**config.mk**
```make
export PLATFORM = sky130hd
export DESIGN_NAME = cbd_datapath
export DESIGN_NICKNAME = d
export VERILOG_FILES = /design/src/hw/cbd_pkg.sv /design/src/hw/cbd_datapath.sv
export SDC_FILE = /design/constraint.sdc
export NUM_CORES = 1
export LEC_CHECK = 0
export BUFFER_PORTS_ARGS = -buffer_cell sky130_fd_sc_hd__buf_2
export CORE_MARGIN = 2
export CORE_UTILIZATION = 45
export CTS_CLUSTER_DIAMETER = 40
export DETAILED_ROUTE_END_ITERATION = 10
export PLACE_DENSITY = 0.71
export SYNTH_ARGS = -nofsm -noshare
export SYNTH_HDL_FRONTEND = slang
export SYNTH_SLANG_ARGS = --single-unit
```
**constraint.sdc**
```tcl
create_clock -name clk -period 7.1 [get_ports clk]
set_clock_uncertainty 0.2 [all_clocks]
set_input_delay 1.065 -clock clk [delete_from_list [all_inputs] [get_ports clk]]
set_output_delay 1.065 -clock clk [all_outputs]
set_load 0.005 [all_outputs]
```
**src/hw/cbd_pkg.sv**
```systemverilog
package cbd_pkg;
  localparam int DW     = 8;
  localparam int CFG_W  = 16;
  localparam int CFG_N  = 8;
  localparam int CFG_AW = 3;
  localparam int FIFO_D = 4;
  localparam int NCOND  = 16;
  localparam int NROUTE = 6;
  localparam int NSTAT  = 8;

  // Routing input fields
  localparam int RI_ADDR = 0;
  localparam int RI_SI   = 3;
  localparam int RI_CIN  = 4;
  localparam int RI_HOLD = 5;

  // Bus register selects
  localparam logic [2:0] BR_A0   = 3'h0;
  localparam logic [2:0] BR_A1   = 3'h1;
  localparam logic [2:0] BR_D0   = 3'h2;
  localparam logic [2:0] BR_D1   = 3'h3;
  localparam logic [2:0] BR_F0   = 3'h4;
  localparam logic [2:0] BR_F1   = 3'h5;
  localparam logic [2:0] BR_CTRL = 3'h6;
  localparam logic [2:0] BR_STAT = 3'h7;

  // Condition indices
  localparam int C_EQ0 = 0;
  localparam int C_LT0 = 1;
  localparam int C_EQ1 = 2;
  localparam int C_LT1 = 3;
  localparam int C_Z0  = 4;
  localparam int C_Z1  = 5;
  localparam int C_FF0 = 6;
  localparam int C_FF1 = 7;
  localparam int C_OV  = 8;
  localparam int C_CO  = 9;
  localparam int C_SO  = 10;
  localparam int C_F0E = 11;
  localparam int C_F0F = 12;
  localparam int C_F1E = 13;
  localparam int C_F1F = 14;
  localparam int C_SOQ = 15;

  typedef enum logic [2:0] {
    OP_INC, OP_DEC, OP_ADD, OP_SUB, OP_AND, OP_OR, OP_XOR, OP_PASS
  } cbd_op_t;
  typedef enum logic [1:0] {SH_NONE, SH_LEFT, SH_RIGHT, SH_SWAP} cbd_shift_t;
  typedef enum logic [1:0] {SRC_A0, SRC_A1, SRC_D0, SRC_D1} cbd_src_t;
  typedef enum logic [1:0] {DST_NONE, DST_A0, DST_A1, DST_BOTH} cbd_dst_t;

  typedef struct packed {
    logic       f1_op;
    logic       f0_op;
    logic       crc_en;
    logic       carry_reg;
    cbd_dst_t   dst;
    logic       mask_en;
    cbd_shift_t shift;
    cbd_src_t   src_b;
    cbd_src_t   src_a;
    cbd_op_t    op;
  } cbd_cfg_t;

  typedef struct packed {
    logic cy;
    logic sd;
    logic eq;
    logic lt;
    logic z;
  } cbd_chain_t;

  typedef struct packed {
    logic f1_full;
    logic f1_empty;
    logic f0_full;
    logic f0_empty;
  } cbd_fstat_t;
endpackage : cbd_pkg

```
**src/hw/cbd_datapath.sv**
```systemverilog
// What this block does
// - Eight-bit operands; chain neighbours for width
// - Two accumulators: ALU source, sink, compare source
// - Two data registers feed ALU and compares
// - Two four-byte FIFOs face the system bus
// - FIFOs load registers or capture accumulator/ALU
// - Eight 16-bit config words, routed address selects
// - ALU: inc, dec, add, sub, and, or, xor, pass
// - Shift, swap, OR mask independent of ALU op
// - Two masked comparators over accumulators and data
// - Zero, ones, overflow; selectable conditions routed out
// - Compare and detect chain to neighbour datapaths
// - Programmable MSB for arithmetic and shift
// - One CRC or sequence step per clock
// - Each FIFO independently input or output buffer
// - FIFO status selectable as datapath outputs
// - Carry, shift data, conditions chain to neighbours
// - Carry and shift-out registered for later reuse
// - Six routing inputs, six selectable routing outputs
// - Bus-writable control register drives routing
// - Read-only status register from datapath conditions 0 to 7
// - Sticky status bit cleared by firmware read
// - Datapath and status/control run separately
`timescale 1ns/1ps
`default_nettype none

module cbd_fifo #(
  parameter int W     = 8,
  parameter int DEPTH = 4
) (
  input  wire logic         clk,       // Clock
  input  wire logic         rst_n,     // Synchronised reset
  input  wire logic         in_valid,  // Write request
  output logic              in_ready,  // Room for a byte
  input  wire logic [W-1:0] in_data,   // Write data
  output logic              out_valid, // Byte available
  input  wire logic         out_ready, // Read request
  output logic [W-1:0]      out_data   // Head byte
);
  localparam int AW = $clog2(DEPTH);
  if (DEPTH < 2 || (1 << AW) != DEPTH) $error("DEPTH must be a power of two");

  logic [W-1:0] mem [DEPTH];
  logic [AW:0]  wptr;
  logic [AW:0]  rptr;
  wire          push = in_valid && in_ready;
  wire          pop  = out_valid && out_ready;

  assign in_ready  = (wptr - rptr) != (AW+1)'(DEPTH);
  assign out_valid = wptr != rptr;
  assign out_data  = mem[rptr[AW-1:0]];

  always_ff @(posedge clk) begin
    if (push) mem[wptr[AW-1:0]] <= in_data;
  end

  always_ff @(posedge clk or negedge rst_n) begin
    if (!rst_n) begin
      wptr <= '0;
      rptr <= '0;
    end else begin
      if (push) wptr <= wptr + 1'b1;
      if (pop) rptr <= rptr + 1'b1;
    end
  end
endmodule : cbd_fifo

module cbd_datapath #(
  parameter int FIFO_DEPTH = cbd_pkg::FIFO_D
) (
  input  wire logic                 clk,          // 250 MHz clock
  input  wire logic                 reset_n,      // Async reset, active low
  input  wire logic [5:0]           route_in,     // Routing inputs
  output logic [5:0]                route_out,    // Routing outputs
  input  wire logic [5:0][3:0]      route_sel,    // Condition per output
  input  wire cbd_pkg::cbd_chain_t  chain_in,     // From previous datapath
  output cbd_pkg::cbd_chain_t       chain_out,    // To next datapath
  input  wire logic                 chain_en,     // Use chain inputs
  input  wire logic                 cfg_we,       // Config word write
  input  wire logic [2:0]           cfg_waddr,    // Config word index
  input  wire logic [15:0]          cfg_wdata,    // Config word value
  input  wire logic [2:0]           msb_pos,      // Arithmetic MSB
  input  wire logic [7:0]           or_mask,      // Output OR mask
  input  wire logic [7:0]           cmp_mask0,    // Compare 0 mask
  input  wire logic [7:0]           cmp_mask1,    // Compare 1 mask
  input  wire logic                 cmp1_use_a1,  // Compare 1 A1 else A0
  input  wire logic [1:0]           fifo_out_mode,// 1: output buffer
  input  wire logic                 fifo_to_d,    // FIFO loads D not A
  input  wire logic                 dp_run,       // Datapath running
  input  wire logic                 sc_run,       // Status/control running
  input  wire logic [7:0]           stat_sticky,  // Latched status bits
  input  wire logic                 bus_wr,       // Bus write strobe
  input  wire logic                 bus_rd,       // Bus read strobe
  input  wire logic [2:0]           bus_addr,     // Register select
  input  wire logic [7:0]           bus_wdata,    // Write data
  output logic [7:0]                bus_rdata,    // Read data
  output logic                      bus_rvalid,   // Read data valid
  output logic [7:0]                ctrl_out,     // Control to routing
  output cbd_pkg::cbd_fstat_t       fifo_stat     // FIFO flags
);
  if (cbd_pkg::DW != 8) $error("operand width must be eight");

  logic rs1;
  logic rst_n;
  always_ff @(posedge clk or negedge reset_n) begin
    if (!reset_n) begin
      rs1   <= 1'b0;
      rst_n <= 1'b0;
    end else begin
      rs1   <= 1'b1;
      rst_n <= rs1;
    end
  end

  logic [7:0] acc0, acc1, dr0, dr1;
  logic       carry_q, so_q;
  logic [7:0] stat_latch;
  logic [cbd_pkg::CFG_W-1:0] cfg_ram [cbd_pkg::CFG_N];

  function automatic logic [7:0] pick(input cbd_pkg::cbd_src_t s,
      input logic [7:0] a0, a1, d0, d1);
    case (s)
      cbd_pkg::SRC_A0: pick = a0;
      cbd_pkg::SRC_A1: pick = a1;
      cbd_pkg::SRC_D0: pick = d0;
      default:         pick = d1;
    endcase
  endfunction : pick

  // Config RAM, per-cycle word chosen by routing
  always_ff @(posedge clk) begin
    if (cfg_we) cfg_ram[cfg_waddr] <= cfg_wdata;
  end
  wire [2:0] cfg_addr = route_in[cbd_pkg::RI_ADDR +: cbd_pkg::CFG_AW];
  cbd_pkg::cbd_cfg_t cfg;
  assign cfg = cbd_pkg::cbd_cfg_t'(cfg_ram[cfg_addr]);

  // FIFOs
  logic [1:0] fin_v, fin_r, fout_v, fout_r;
  logic [1:0][7:0] fin_d, fout_d;
  wire [1:0] bus_fsel = {bus_addr == cbd_pkg::BR_F1, bus_addr == cbd_pkg::BR_F0};
  wire [1:0] dp_fop   = {cfg.f1_op, cfg.f0_op};
  logic [7:0] res;
  // Datapath FIFO op that cannot proceed stalls the whole cycle
  wire [1:0] f_block = dp_fop & ~((fifo_out_mode & fin_r) | (~fifo_out_mode & fout_v));
  wire run = dp_run && !route_in[cbd_pkg::RI_HOLD] && !(|f_block);
  wire [1:0] dp_fire = dp_fop & {2{run}};

  for (genvar i = 0; i < 2; i++) begin : g_fifo
    // Input buffer: bus fills, datapath drains; output reversed
    assign fin_v[i] = fifo_out_mode[i] ? dp_fire[i] : bus_wr && bus_fsel[i];
    assign fin_d[i] = fifo_out_mode[i] ? (i == 0 ? res : acc1) : bus_wdata;
    assign fout_r[i] = fifo_out_mode[i] ? bus_rd && bus_fsel[i] : dp_fire[i];
    cbd_fifo #(.W(cbd_pkg::DW), .DEPTH(FIFO_DEPTH)) u_fifo (
      .clk       (clk),
      .rst_n     (rst_n),
      .in_valid  (fin_v[i]),
      .in_ready  (fin_r[i]),
      .in_data   (fin_d[i]),
      .out_valid (fout_v[i]),
      .out_ready (fout_r[i]),
      .out_data  (fout_d[i])
    );
  end

  // ALU operands and carry/shift-in selection
  wire [7:0] wmask = 8'hff >> (3'h7 - msb_pos);
  wire [7:0] opa = pick(cfg.src_a, acc0, acc1, dr0, dr1) & wmask;
  wire [7:0] opb = pick(cfg.src_b, acc0, acc1, dr0, dr1) & wmask;
  wire cin = cfg.carry_reg ? carry_q : (chain_en ? chain_in.cy : route_in[cbd_pkg::RI_CIN]);
  wire sin = cfg.carry_reg ? so_q : (chain_en ? chain_in.sd : route_in[cbd_pkg::RI_SI]);

  logic [8:0] sum;
  always_comb begin
    case (cfg.op)
      cbd_pkg::OP_INC:  sum = {1'b0, opa} + 9'h001;
      cbd_pkg::OP_DEC:  sum = {1'b0, opa} - 9'h001;
      cbd_pkg::OP_ADD:  sum = {1'b0, opa} + {1'b0, opb} + {8'h00, cin};
      cbd_pkg::OP_SUB:  sum = {1'b0, opa} - {1'b0, opb};
      cbd_pkg::OP_AND:  sum = {1'b0, opa & opb};
      cbd_pkg::OP_OR:   sum = {1'b0, opa | opb};
      cbd_pkg::OP_XOR:  sum = {1'b0, opa ^ opb};
      default:          sum = {1'b0, opa};
    endcase
  end
  wire [7:0] alu  = sum[7:0] & wmask;
  wire [3:0] cpos = {1'b0, msb_pos} + 4'h1;
  wire cout = sum[cpos];
  wire ov = (opa[msb_pos] == opb[msb_pos]) && (alu[msb_pos] != opa[msb_pos]);

  // CRC step: shift A left, fold polynomial from B on feedback
  wire fb = opa[msb_pos] ^ sin;
  wire [7:0] crc = ((opa << 1) & wmask) ^ (fb ? opb : 8'h00);

  logic [7:0] shv;
  logic       sout;
  always_comb begin
    case (cfg.shift)
      cbd_pkg::SH_LEFT:  shv = ((alu << 1) | {7'h00, sin}) & wmask;
      cbd_pkg::SH_RIGHT: shv = (alu >> 1) | ({7'h00, sin} << msb_pos);
      cbd_pkg::SH_SWAP:  shv = {alu[3:0], alu[7:4]};
      default:           shv = alu;
    endcase
    case (cfg.shift)
      cbd_pkg::SH_LEFT:  sout = alu[msb_pos];
      cbd_pkg::SH_RIGHT: sout = alu[0];
      default:           sout = opa[msb_pos];
    endcase
  end
  wire [7:0] shm = cfg.mask_en ? (shv | or_mask) : shv;
  assign res = cfg.crc_en ? crc : shm;

  // Compares and detects; compare 0 and zero 0 chained from the less significant side
  wire [7:0] c1a = cmp1_use_a1 ? acc1 : acc0;
  wire eq0l = ((acc0 ^ dr0) & cmp_mask0) == 8'h00;
  wire lt0l = (acc0 & cmp_mask0) < (dr0 & cmp_mask0);
  wire eq1l = ((c1a ^ dr1) & cmp_mask1) == 8'h00;
  wire lt1l = (c1a & cmp_mask1) < (dr1 & cmp_mask1);
  wire eq0 = eq0l && (!chain_en || chain_in.eq);
  wire lt0 = lt0l || (eq0l && chain_en && chain_in.lt);
  wire z0 = (acc0 == 8'h00) && (!chain_en || chain_in.z);
  wire z1 = acc1 == 8'h00;

  logic [cbd_pkg::NCOND-1:0] cond;
  always_comb begin
    cond = '0;
    cond[cbd_pkg::C_EQ0] = eq0;
    cond[cbd_pkg::C_LT0] = lt0;
    cond[cbd_pkg::C_EQ1] = eq1l;
    cond[cbd_pkg::C_LT1] = lt1l;
    cond[cbd_pkg::C_Z0]  = z0;
    cond[cbd_pkg::C_Z1]  = z1;
    cond[cbd_pkg::C_FF0] = (acc0 & wmask) == wmask;
    cond[cbd_pkg::C_FF1] = (acc1 & wmask) == wmask;
    cond[cbd_pkg::C_OV]  = ov;
    cond[cbd_pkg::C_CO]  = cout;
    cond[cbd_pkg::C_SO]  = sout;
    cond[cbd_pkg::C_F0E] = !fout_v[0];
    cond[cbd_pkg::C_F0F] = !fin_r[0];
    cond[cbd_pkg::C_F1E] = !fout_v[1];
    cond[cbd_pkg::C_F1F] = !fin_r[1];
    cond[cbd_pkg::C_SOQ] = so_q;
  end

  // Bus decode; a bus write beats a datapath write to the same register
  wire [7:0] bw = {8{bus_wr}} & (8'h01 << bus_addr);
  wire ld_a0 = run && (cfg.dst == cbd_pkg::DST_A0 || cfg.dst == cbd_pkg::DST_BOTH);
  wire ld_a1 = run && (cfg.dst == cbd_pkg::DST_A1 || cfg.dst == cbd_pkg::DST_BOTH);
  wire [1:0] f_to_reg = dp_fire & ~fifo_out_mode;
  wire stat_rd = bus_rd && bus_addr == cbd_pkg::BR_STAT && sc_run;
  wire [7:0] stat_src = cond[cbd_pkg::NSTAT-1:0];
  wire [7:0] stat_val = (stat_latch & stat_sticky) | (stat_src & ~stat_sticky);

  logic [7:0] next_rdata;
  always_comb begin
    case (bus_addr)
      cbd_pkg::BR_A0:   next_rdata = acc0;
      cbd_pkg::BR_A1:   next_rdata = acc1;
      cbd_pkg::BR_D0:   next_rdata = dr0;
      cbd_pkg::BR_D1:   next_rdata = dr1;
      cbd_pkg::BR_F0:   next_rdata = fout_r[0] && fout_v[0] ? fout_d[0] : 8'h00;
      cbd_pkg::BR_F1:   next_rdata = fout_r[1] && fout_v[1] ? fout_d[1] : 8'h00;
      cbd_pkg::BR_CTRL: next_rdata = ctrl_out;
      default:          next_rdata = stat_val;
    endcase
  end

  always_ff @(posedge clk or negedge rst_n) begin
    if (!rst_n) begin
      acc0 <= 8'h00;
      acc1 <= 8'h00;
      dr0  <= 8'h00;
      dr1  <= 8'h00;
    end else begin
      if (bw[cbd_pkg::BR_A0]) acc0 <= bus_wdata;
      else if (f_to_reg[0] && !fifo_to_d) acc0 <= fout_d[0];
      else if (ld_a0) acc0 <= res;
      if (bw[cbd_pkg::BR_A1]) acc1 <= bus_wdata;
      else if (f_to_reg[1] && !fifo_to_d) acc1 <= fout_d[1];
      else if (ld_a1) acc1 <= res;
      if (bw[cbd_pkg::BR_D0]) dr0 <= bus_wdata;
      else if (f_to_reg[0] && fifo_to_d) dr0 <= fout_d[0];
      if (bw[cbd_pkg::BR_D1]) dr1 <= bus_wdata;
      else if (f_to_reg[1] && fifo_to_d) dr1 <= fout_d[1];
    end
  end

  always_ff @(posedge clk or negedge rst_n) begin
    if (!rst_n) begin
      carry_q <= 1'b0;
      so_q    <= 1'b0;
    end else if (run) begin
      carry_q <= cout;
      so_q    <= sout;
    end
  end

  // Outputs are all registered
  always_ff @(posedge clk or negedge rst_n) begin
    if (!rst_n) begin
      route_out  <= '0;
      chain_out  <= '0;
      fifo_stat  <= '0;
      bus_rdata  <= 8'h00;
      bus_rvalid <= 1'b0;
    end else begin
      for (int i = 0; i < cbd_pkg::NROUTE; i++) route_out[i] <= cond[route_sel[i]];
      chain_out  <= '{cy: cout, sd: sout, eq: eq0, lt: lt0, z: z0};
      fifo_stat  <= '{f1_full: !fin_r[1], f1_empty: !fout_v[1],
                      f0_full: !fin_r[0], f0_empty: !fout_v[0]};
      bus_rdata  <= bus_rd ? next_rdata : bus_rdata;
      bus_rvalid <= bus_rd;
    end
  end

  // Status/control; set beats a same-cycle read clear
  always_ff @(posedge clk or negedge rst_n) begin
    if (!rst_n) begin
      ctrl_out   <= 8'h00;
      stat_latch <= 8'h00;
    end else if (sc_run) begin
      if (bw[cbd_pkg::BR_CTRL]) ctrl_out <= bus_wdata;
      stat_latch <= ((stat_rd ? 8'h00 : stat_latch) | stat_src) & stat_sticky;
    end
  end
endmodule : cbd_datapath

`default_nettype wire

```
==> flow_metrics.tcl, run 1 <==
set metrics [dict create \
    syn-num-nets 1701 \
    dp_hpwl_um 37760 \
    synth-xor-area-share 0.01780 \
    final_cell_count_no_fill 2208 \
    power_leakage_nw 7.838 \
    tightest_slew_ns 1.256 \
    numCtsBuffers 40 \
    synth_cells 1525 \
    hold_path.class "in2async" \
    cts.path.max_buffers 3 \
    maxCapViolations 0 \
    area_delta_synth_final_pct 15.80 \
    crit_path_end_kind "register" \
    max_freq_mhz 155.8 \
    crit_type "in2reg" \
    die_h_um 199.6 \
    ctsHtreeMaxLevel 2 \
    dr_total_vias 13720 \
    cts.sinks 280 \
    fp-row-count 71 \
    start_util 0.4573 \
    hold_ws_ns 0.09791 \
    wl_met3_um 4510 \
    synth_top_family_by_area "multiplexers" \
    power_mw 6.979 \
    maxSlewHeadroom 0.1606 \
    clk_latency_ns 0.56 \
    ir_drop_mv 0.2560 \
    drt-vias-per-instance 6.212 \
    path_clk_slew_ns 0.05 \
    synth_edf_count 192 \
    synth-seq-cells 280 \
    async_flop_share 0.3143 \
    syn_area_um2 17220 \
    gp_congestion 0.9700 \
    cp.arrival_ns 6.66 \
    hold_violations 0 \
    synthMuxAreaShare 0.1657 \
    drt_iter0_markers 1422 \
    finalMaxSlewViolations 0 \
    topRoutingLayerUsed "met4" \
    yosys.area_share.adder 0.04780 \
    ys.flop_type "edfxtp_1" \
    ys.warnings.count 0 \
    synth-simple-area-share 0.1174 \
    overflow 0 \
    grt_pass1_vias 13360 \
    dp.cells 2132 \
    rsz0062_at_grt "false" \
    fp.dieW_um 199.6 \
    setup_tns_ns 0 \
    wl_per_cell_um 23.58 \
    period_share 0.9041 \
    critPathRequiredTime_ns 7.34 \
    drtPass1Iterations 8 \
    die-area_um2 39860 \
    ant_nets 0 \
    num-nets-final 1840 \
    cts_tree "yes" \
    setup_viol 0 \
    drive_gt1_frac 0.2230 \
    synth_compound_area_frac 0.1503 \
    grt_max_degree 79 \
    power-per-cell-area_nw_per_um2 349.9 \
    grt_pass1_wl_um 78540 \
    coreArea_um2 37670 \
    port_buffers 143 \
    status "completed" \
    crit_path_start_kind "input pin" \
    wl_met1_um 21240 \
    ys_seq_area_frac 0.4626 \
    fin_crit_ns 6.419 \
    grt_usage 0.2618 \
    cts-root-buf "clkbuf_16" \
    drc_errors 0 \
    syn_area_per_cell_um2 11.29 \
    io_pins 144 \
    synth_cell_types 89 \
    dr_wl_met2_um 24210 \
    wirelength_um 52080 \
    post_cts_buffers 0 \
    cp_max_fo 25 \
    antenna_found_initial 0 \
]
[metrics by stage]
stage               setup slack (ns)  area, um2  utilization
floorplan                     0.5947      17220            -
global placement              0.3039      18530       0.4920
global route                  0.2859      19940       0.5294
CTS                           0.6658      19940       0.5294
detailed placement            0.1164      18530       0.4920
finish                        0.6811      19950       0.5295
[final timing paths]
kind                                from            to  slack, ns  depth (start not counted)
min in group clk                     rs1         rst_n       0.15                          0
max in group asynchronous          rst_n       acc0[3]       5.62                          1
hold / removal                   reset_n         rst_n        0.1                          1
setup reg to reg           cfg_ram[7][6]  route_out[5]       1.23                         19
setup / recovery             route_in[0]  route_out[2]       0.68                         20
hold reg to reg                      rs1         rst_n       0.15                          0
[power by group]
group	switching (mW)	leakage (nW)	internal, mW	total [mW]
sequential	0.414	2.83	2.00	2.42
combinational	1.44	4.34	1.06	2.50
clock	0.790	0.672	1.27	2.06
total	2.64	7.84	4.34	6.98
[per-layer routing]
metal / vias to the layer above / GRT usage
li1: 6135 / -
met1: 6696 / 0.3536
met2: 728 / 0.4185
met3: 158 / 0.04658
met4: 0 / 0.1064
met5: - / 0
[cells by family after synthesis]
kind of cell | Yosys count
AOI/OAI and AO/OA | 359
xor gates and xnor gates | 35
adders and majority gates | 64
buffers and inverters | 160
DFF | 280
muxes | 200
other | 1
and+or+nand+nor | 426
[final cells by class]
class / instances / area [um2]
clock inverter: 25 / 349.1
clock buffer: 48 / 1051
inverter: 69 / 259.0
antenna: 2 / 5.005
multi-input combinational: 1085 / 8615
fill: 3271 / 17720
sequential: 280 / 7971
tap: 511 / 639.4
timing repair buffer: 188 / 1056
[state kept, by name, indices dropped and copies added, names as in the netlist, 4 cells and up]
signal              flops
cfg_ram               128
g_fifo.u_fifo.mem      64
acc0                    8
acc1                    8
bus_rdata               8
ctrl_out                8
dr0                     8
dr1                     8
stat_latch              8
g_fifo.u_fifo.rptr      6
g_fifo.u_fifo.wptr      6
route_out               6
chain_out               5
fifo_stat               4
[Yosys cell counts, types with 5 or more instances]
cell | instances | area, um2
o2111ai_1 | 12 | 105.1
a2111oi_0 | 9 | 78.83
ha_1 | 61 | 763.2
mux2_2 | 29 | 326.6
buf_2 | 10 | 50.05
o21a_1 | 9 | 67.56
o31a_1 | 11 | 96.34
nor4_1 | 11 | 68.82
a22oi_1 | 19 | 142.6
a221oi_1 | 17 | 148.9
nand3_1 | 26 | 130.1
a41oi_1 | 6 | 52.55
o211ai_1 | 9 | 67.56
a21oi_1 | 69 | 345.3
a311o_1 | 5 | 50.05
nor3_1 | 27 | 135.1
a211oi_1 | 9 | 67.56
xnor2_1 | 19 | 166.4
nand2b_1 | 16 | 100.1
edfxtp_1 | 192 | 5766
o22ai_1 | 11 | 68.82
or2_2 | 6 | 37.54
buf_1 | 19 | 71.32
a32oi_1 | 8 | 70.07
dfrtp_1 | 88 | 2202
a32o_1 | 8 | 80.08
buf_4 | 6 | 45.04
inv_1 | 67 | 251.5
mux2i_1 | 102 | 1021
a31oi_1 | 5 | 31.28
nand2_1 | 138 | 518.0
clkbuf_1 | 53 | 198.9
nor2_1 | 113 | 424.2
o41a_1 | 5 | 56.30
o21ai_0 | 73 | 365.4
mux4_2 | 60 | 1351
and2_1 | 28 | 175.2
xor2_1 | 16 | 140.1
a21o_1 | 10 | 75.07
o221ai_1 | 8 | 70.07
nor2b_1 | 23 | 143.9
and3_1 | 11 | 68.82
or3_1 | 5 | 31.28
a221o_1 | 12 | 120.1
[what timing repair did]
item	CTS	global route
hold endpoints to repair	8	0
hold buffers	1	0
resized for setup	0	0
setup endpoints to repair	0	0
[critical path, stage by stage]
cell       delay, ns
buf_2           0.13
buf_4           0.43
mux4_2          0.60
mux2i_4         0.35
mux2i_1         0.24
mux2_2          0.31
fa_1            0.24
inv_1           0.08
fa_1            0.48
a21o_1          0.20
nand4_1         0.09
nand4b_1        0.16
a21o_1          0.22
a2111oi_0       0.55
nor4_1          0.12
a221o_1         0.35
nor3_1          0.20
a311o_1         0.42
o2111ai_1       0.19
and3_1          0.20
[cell usage in the layout, fill, tap and decap left out, types with 17 or more instances in the layout]
| cell | count |
|---|---|
| edfxtp_1 | 192 |
| a21oi_1 | 69 |
| mux4_2 | 60 |
| nor2_1 | 113 |
| dfrtp_1 | 87 |
| buf_4 | 44 |
| nand2_1 | 138 |
| xnor2_1 | 19 |
| ha_1 | 61 |
| nor2b_1 | 23 |
| clkbuf_16 | 40 |
| nand3_1 | 26 |
| buf_2 | 143 |
| mux2i_1 | 102 |
| nor3_1 | 25 |
| mux2_2 | 29 |
| inv_1 | 67 |
| and2_1 | 28 |
| a22oi_1 | 19 |
| o21ai_0 | 73 |
| a221oi_1 | 17 |
Power figures use the tool's default switching activity.
==> run 2, diff against run 1 <==
--- a/config.mk
+++ b/config.mk
@@ -6,11 +6,11 @@
 export NUM_CORES = 1
 export LEC_CHECK = 0
 export BUFFER_PORTS_ARGS = -buffer_cell sky130_fd_sc_hd__buf_2
-export CORE_MARGIN = 2
 export CORE_UTILIZATION = 45
 export CTS_CLUSTER_DIAMETER = 40
 export DETAILED_ROUTE_END_ITERATION = 10
-export PLACE_DENSITY = 0.71
+export PLACE_DENSITY = 0.73
+export SETUP_SLACK_MARGIN = 0.3
 export SYNTH_ARGS = -nofsm -noshare
 export SYNTH_HDL_FRONTEND = slang
 export SYNTH_SLANG_ARGS = --single-unit
==> constraint.sdc (replaced) <==
create_clock -name clk -period 5.36 [get_ports clk]
set_clock_uncertainty 0.2 [all_clocks]
set_input_delay 0.804 -clock clk [delete_from_list [all_inputs] [get_ports clk]]
set_output_delay 0.804 -clock clk [all_outputs]
set_load 0.005 [all_outputs]
==> flow_metrics.tcl, run 2 (synthesis results as in run 1) <==
set metrics [dict create \
    status "completed" \
    grt_usage 0.2772 \
    grt_pass1_wl_um 81520 \
    cts-root-buf "clkbuf_16" \
    dp_hpwl_um 39830 \
    port_buffers 143 \
    drive_gt1_frac 0.3323 \
    path_clk_slew_ns 0.06 \
    die_h_um 197.6 \
    tightest_slew_ns 1.095 \
    fp-row-count 71 \
    n_antenna_cell 0 \
    crit_path_end_kind "register" \
    maxCapViolations 0 \
    wl_per_cell_um 22.91 \
    critPathRequiredTime_ns 5.51 \
    place_area_um2 19750 \
    rsz0062_at_grt "true" \
    design_area_um2 21660 \
    hold_path.class "reg2async" \
    drt_iter0_markers 1363 \
    crit_path_start_kind "input pin" \
    grt_max_degree 54 \
    setup_slack_ns 0.04041 \
    mostFrequentLayoutCell "edfxtp_1" \
    fin_crit_ns 5.320 \
    start_util 0.4573 \
    rr_startpoint "cfg_ram[7][5]" \
    io_pins 144 \
    cp.arrival_ns 5.47 \
    max_freq_mhz 188.0 \
    area_delta_synth_final_pct 25.74 \
    register_area_um2 7971 \
    final_cell_mix "edfxtp_1, buf_4, buf_2, nand2_1, nor2_1" \
    coreArea_um2 37670 \
    ant_nets 0 \
    finalMaxSlewViolations 0 \
    gp_congestion 1.022 \
    crit_type "in2reg" \
    setup_viol 0 \
    dr_total_vias 14440 \
    die-area_um2 39060 \
    num-nets-final 1995 \
    drc_errors 0 \
    maxSlewHeadroom 0.2643 \
    rrSetupSlack_ns 0.05 \
    clk_latency_ns 0.57 \
    overflow 0 \
    preCtsSetupSlack_ns -0.8365 \
    cts_tree "yes" \
    n_fill_cell 3093 \
    ir_drop_mv 0.2451 \
    crit_end "g_fifo[0].u_fifo.mem[3][5]" \
    multi_input_area_um2 9180 \
    grt_pass1_vias 14060 \
    r2r.worst_path.cells 19 \
    cts.path.max_buffers 3 \
    cp_max_fo 8 \
    drt-vias-per-instance 6.112 \
    power-per-cell-area_nw_per_um2 456.1 \
    top_register "cfg_ram" \
    power_leakage_nw 8.699 \
    r2r_end "g_fifo[0].u_fifo.mem[3][5]" \
    ctsHtreeMaxLevel 2 \
    period_share 0.9925 \
    critPathLaunch "route_in[1]" \
    fp.dieW_um 197.6 \
    power_mw 9.878 \
    numCtsBuffers 41 \
    cts.sinks 280 \
    drtPass1Iterations 5 \
    largest_register_ff_count 128 \
    hold_violations 0 \
    antenna_found_initial 1 \
    wirelength_um 54120 \
]
run 2: changes by cell type in the layout (fill, tap and decap cells not counted), sizes merged:
cell / before / now
clkinvlp: 3 / 2
diode: 2 / 0
clkbuf: 48 / 45
inv: 74 / 81
bufinv: 5 / 1
buf: 187 / 341
clkinv: 12 / 15
run 2: per-stage QoR:
step | hold slack (ns) | TNS [ns] | std cells | util
6_report | 0.05597 | 0 | 2362 | 0.5750
5_1_grt | 0.1083 | -0.8333 | 2362 | 0.5750
4_1_cts | 0.08316 | 0 | 2352 | 0.5663
3_5_place_dp | 0.09464 | -34.47 | 2272 | 0.5244
3_3_place_gp | 0.09532 | -33.06 | 2272 | 0.5244
2_1_floorplan | 0.1312 | -2.235 | 1525 | -
run 2: worst max-delay path, cell delays in order:
cell and delay [ns]:
buf_4 0.12, mux4_2 0.56, mux2i_4 0.19, buf_12 0.17, mux2_4 0.31, or2_4 0.26, o21bai_4 0.15, buf_6 0.12
fa_2 0.23, nor2b_4 0.05, o31a_1 0.29, o31a_1 0.26, or4_1 0.50, o211ai_1 0.19, and3_4 0.29, a21oi_1 0.13
o221a_2 0.31, o21ai_2 0.14, o311ai_2 0.15, mux2i_2 0.26
run 2: timing repair:
| action | 4_1_cts | 5_1_grt |
|---|---|---|
| endpoints found under the setup margin | 58 | 58 |
| hold buffers | 1 | 0 |
| buffers inserted | 4 | 10 |
| gates cloned | 0 | 0 |
| hold endpoints to repair | 2 | 0 |
| gates resized for setup | 46 | 57 |
| pin swaps | 15 | 24 |
run 2: final cells by class:
class	count	share of cell area
multi-input cells	1085	0.4239
clock buffers	45	0.04806
flip-flops and latches	280	0.3681
clock inverters	30	0.01271
repair buffers	342	0.1056
well taps	511	0.02952
inverters	69	0.01219
run 2: power breakdown:
group / total [mW] / switching (mW) / internal, mW / leakage [nW]
logic: 4.17 / 2.23 / 1.94 / 5.23
clock network: 2.56 / 1.06 / 1.50 / 0.644
registers: 3.15 / 0.490 / 2.66 / 2.83
run 2: per-layer routing:
layer	vias up	routed length (um)	track usage
li1	6436	-	-
met1	7102	22030	0.3658
met2	733	25380	0.4460
met3	166	4224	0.04439
met4	0	2481	0.1329
met5	-	0	0
run 2: worst min path at each step:
stage	from	endpoint	slack (ns)
final	rst_n	g_fifo[1].u_fifo.wptr[2]	0.06
after global placement	rst_n	g_fifo[1].u_fifo.wptr[2]	0.1
after detailed placement	rst_n	g_fifo[1].u_fifo.wptr[1]	0.09
after global routing	rst_n	g_fifo[1].u_fifo.wptr[2]	0.11
after floorplan	rs1	rst_n	0.13
after CTS	rst_n	g_fifo[1].u_fifo.wptr[2]	0.08
==> run 3, diff against run 2 <==
--- a/config.mk
+++ b/config.mk
@@ -5,6 +5,7 @@
 export SDC_FILE = /design/constraint.sdc
 export NUM_CORES = 1
 export LEC_CHECK = 0
+export ABC_CLOCK_PERIOD_IN_PS = 5360
 export BUFFER_PORTS_ARGS = -buffer_cell sky130_fd_sc_hd__buf_2
 export CORE_UTILIZATION = 45
 export CTS_CLUSTER_DIAMETER = 40
==> constraint.sdc (replaced) <==
create_clock -name clk -period 5.36 [get_ports clk]
set_clock_uncertainty 0.2 [all_clocks]
set_input_delay 1.34 -clock clk [delete_from_list [all_inputs] [get_ports clk]]
set_output_delay 1.34 -clock clk [all_outputs]
set_load 0.005 [all_outputs]
==> flow_metrics.tcl, run 3 (synthesis results as in run 1) <==
set metrics [dict create \
    status "finished, violations left" \
    violations "negative setup slack" \
    grt_pass1_vias 14330 \
    setup_slack_ns -0.5254 \
    dp_hpwl_um 39800 \
    maxCapViolations 0 \
    fp-row-count 71 \
    switching_share 0.3716 \
    cts.path.max_buffers 3 \
    rsz0062_at_grt "true" \
    slowest_delay_ns 0.54 \
    ir_drop_mv 0.2128 \
    mostFrequentLayoutCell "buf_4" \
    crit_path_start_kind "input pin" \
    cp.arrival_ns 6.03 \
    power_mw 10.02 \
    cts.sinks 280 \
    drive_gt1_frac 0.3415 \
    path_clk_slew_ns 0.05 \
    antenna_found_initial 1 \
    grt_max_degree 64 \
    gp_congestion 1.051 \
    tightest_slew_ns 1.180 \
    final_cell_mix "buf_4, edfxtp_1, buf_2, nand2_1, nor2_1" \
    top_register "cfg_ram" \
    ctsHtreeMaxLevel 2 \
    io_pins 144 \
    drt_iter0_markers 1487 \
    fp.dieW_um 197.6 \
    cts-root-buf "clkbuf_16" \
    dp.cells 2280 \
    numCtsBuffers 39 \
    power.switching_mw 3.723 \
    p_comb_frac 0.430 \
    path_common_cell "buf_12" \
    wirelength_um 55800 \
    drtPass1Iterations 7 \
    dr_total_vias 14650 \
    grt_pass1_wl_um 83770 \
    largest_register_ff_count 128 \
    period_share 1.098 \
    crit_path_end_kind "register" \
    p_int_mw 6.296 \
    drc_errors 0 \
    hold_violations 0 \
    overflow 0 \
    crit_slowest_cell "mux4_2" \
    die_h_um 197.6 \
    holdBufCountCts 0 \
    cp_cell_sequence "buf_12, mux4_2, mux2i_4, buf_12, buf_12, mux2i_2, and2_4, a21oi_1, ha_1, nor2b_4, o31a_1, o31a_1, or4_1, o211ai_1, and3_4, buf_6, and2_4, a32oi_1, a32oi_1, o21ai_2, mux2i_2" \
    cp_max_fo 5 \
    port_buffers 143 \
    fin_crit_ns 5.885 \
    power-per-cell-area_nw_per_um2 457.7 \
    power_leakage_nw 8.838 \
    fin_util 0.5811 \
    area_delta_synth_final_pct 27.07 \
    die-area_um2 39060 \
    setup_tns_ns -21.05 \
    drt-vias-per-instance 6.143 \
    clk_latency_ns 0.55 \
    crit_type "in2reg" \
    start_util 0.4573 \
    place_area_um2 19810 \
    setup_viol 58 \
    max_freq_mhz 169.9 \
    cts_tree "yes" \
    num-nets-final 2018 \
    grt_usage 0.2847 \
    finalMaxSlewViolations 0 \
    hold_path.class "reg2async" \
    clock_power_share 0.255 \
    seqPwrFrac 0.315 \
    wl_per_cell_um 23.41 \
    critPathRequiredTime_ns 5.51 \
    maxSlewHeadroom 0.2074 \
    design_area_um2 21890 \
    coreArea_um2 37670 \
    final_cell_count_no_fill 2384 \
    ant_nets 0 \
]
[run 3: cell types whose count changed in the layout (fill, tap and decap cells not counted), moves of 4 or more]
cell       change
buf_4         +17
a21oi_2        +6
buf_6          +6
clkbuf_1       +6
a21oi_1        -5
inv_6          -5
bufinv_16      +4
inv_8          -4
o221ai_1       -4
o221ai_2       +4
[run 3: path summary, 6_finish.rpt]
kind / startpoint / endpoint / slack [ns] / cells after the start
max: route_in[0] / g_fifo[0].u_fifo.mem[2][7] / -0.53 / 21
min: rst_n / g_fifo[1].u_fifo.wptr[1] / 0.01 / 0
max reg2reg: cfg_ram[5][6] / g_fifo[0].u_fifo.mem[2][7] / -0.03 / 20
min reg2reg: rst_n / g_fifo[1].u_fifo.wptr[1] / 0.01 / 0
max in group asynchronous: rst_n / route_out[5] / 3.74 / 1
min in group clk: rs1 / rst_n / 0.15 / 0
[run 3: through the flow]
step           hold slack, ns  setup WS (ns)
5_1_grt               0.04960        -0.6469
3_5_place_dp          0.05181         -1.359
4_1_cts               0.04068        -0.4389
3_3_place_gp          0.03742         -1.370
2_1_floorplan          0.1312        -0.8060
6_report              0.01363        -0.5254
[run 3: power groups by stage]
stage | sequential [mW] | combinational, mW | clock [mW]
floorplan | 2.88 | 2.48 | 0
global placement | 3.16 | 3.70 | 0
detailed placement | 3.17 | 3.77 | 0
CTS | 3.14 | 4.04 | 2.58
global route | 3.18 | 4.60 | 2.66
finish | 3.16 | 4.31 | 2.55
[run 3: final cells by class]
class                           instances  area, um2
Fill cell                            3045      15780
Multi-Input combinational cell       1085       9193
Sequential cell                       280       7971
Timing Repair Buffer                  367       2540
Clock buffer                           50       1027
Tap cell                              511      639.4
Inverter                               69      261.5
Clock inverter                         20      250.2
Antenna cell                            2      5.005
[run 3: critical path: cells and delay by family]
family	cells	cell delay (ns)
buffers and inverters	4	0.47
adders and majority gates	1	0.34
and+or+nand+nor	5	1.24
AOI/OAI and AO/OA	7	1.29
muxes	4	1.32
[run 3: layer usage]
| layer | track usage | wire, um |
|---|---|---|
| met1 | 0.3722 | 22340 |
| met2 | 0.4601 | 26170 |
| met3 | 0.04576 | 4697 |
| met4 | 0.1410 | 2588 |
| met5 | 0 | 0 |
[run 3: what timing repair did]
action                     CTS  global route
gates cloned                 1             0
setup endpoints to repair   58            58
gates resized for setup     75            43
setup buffers               17            14
pin swaps                   27            28
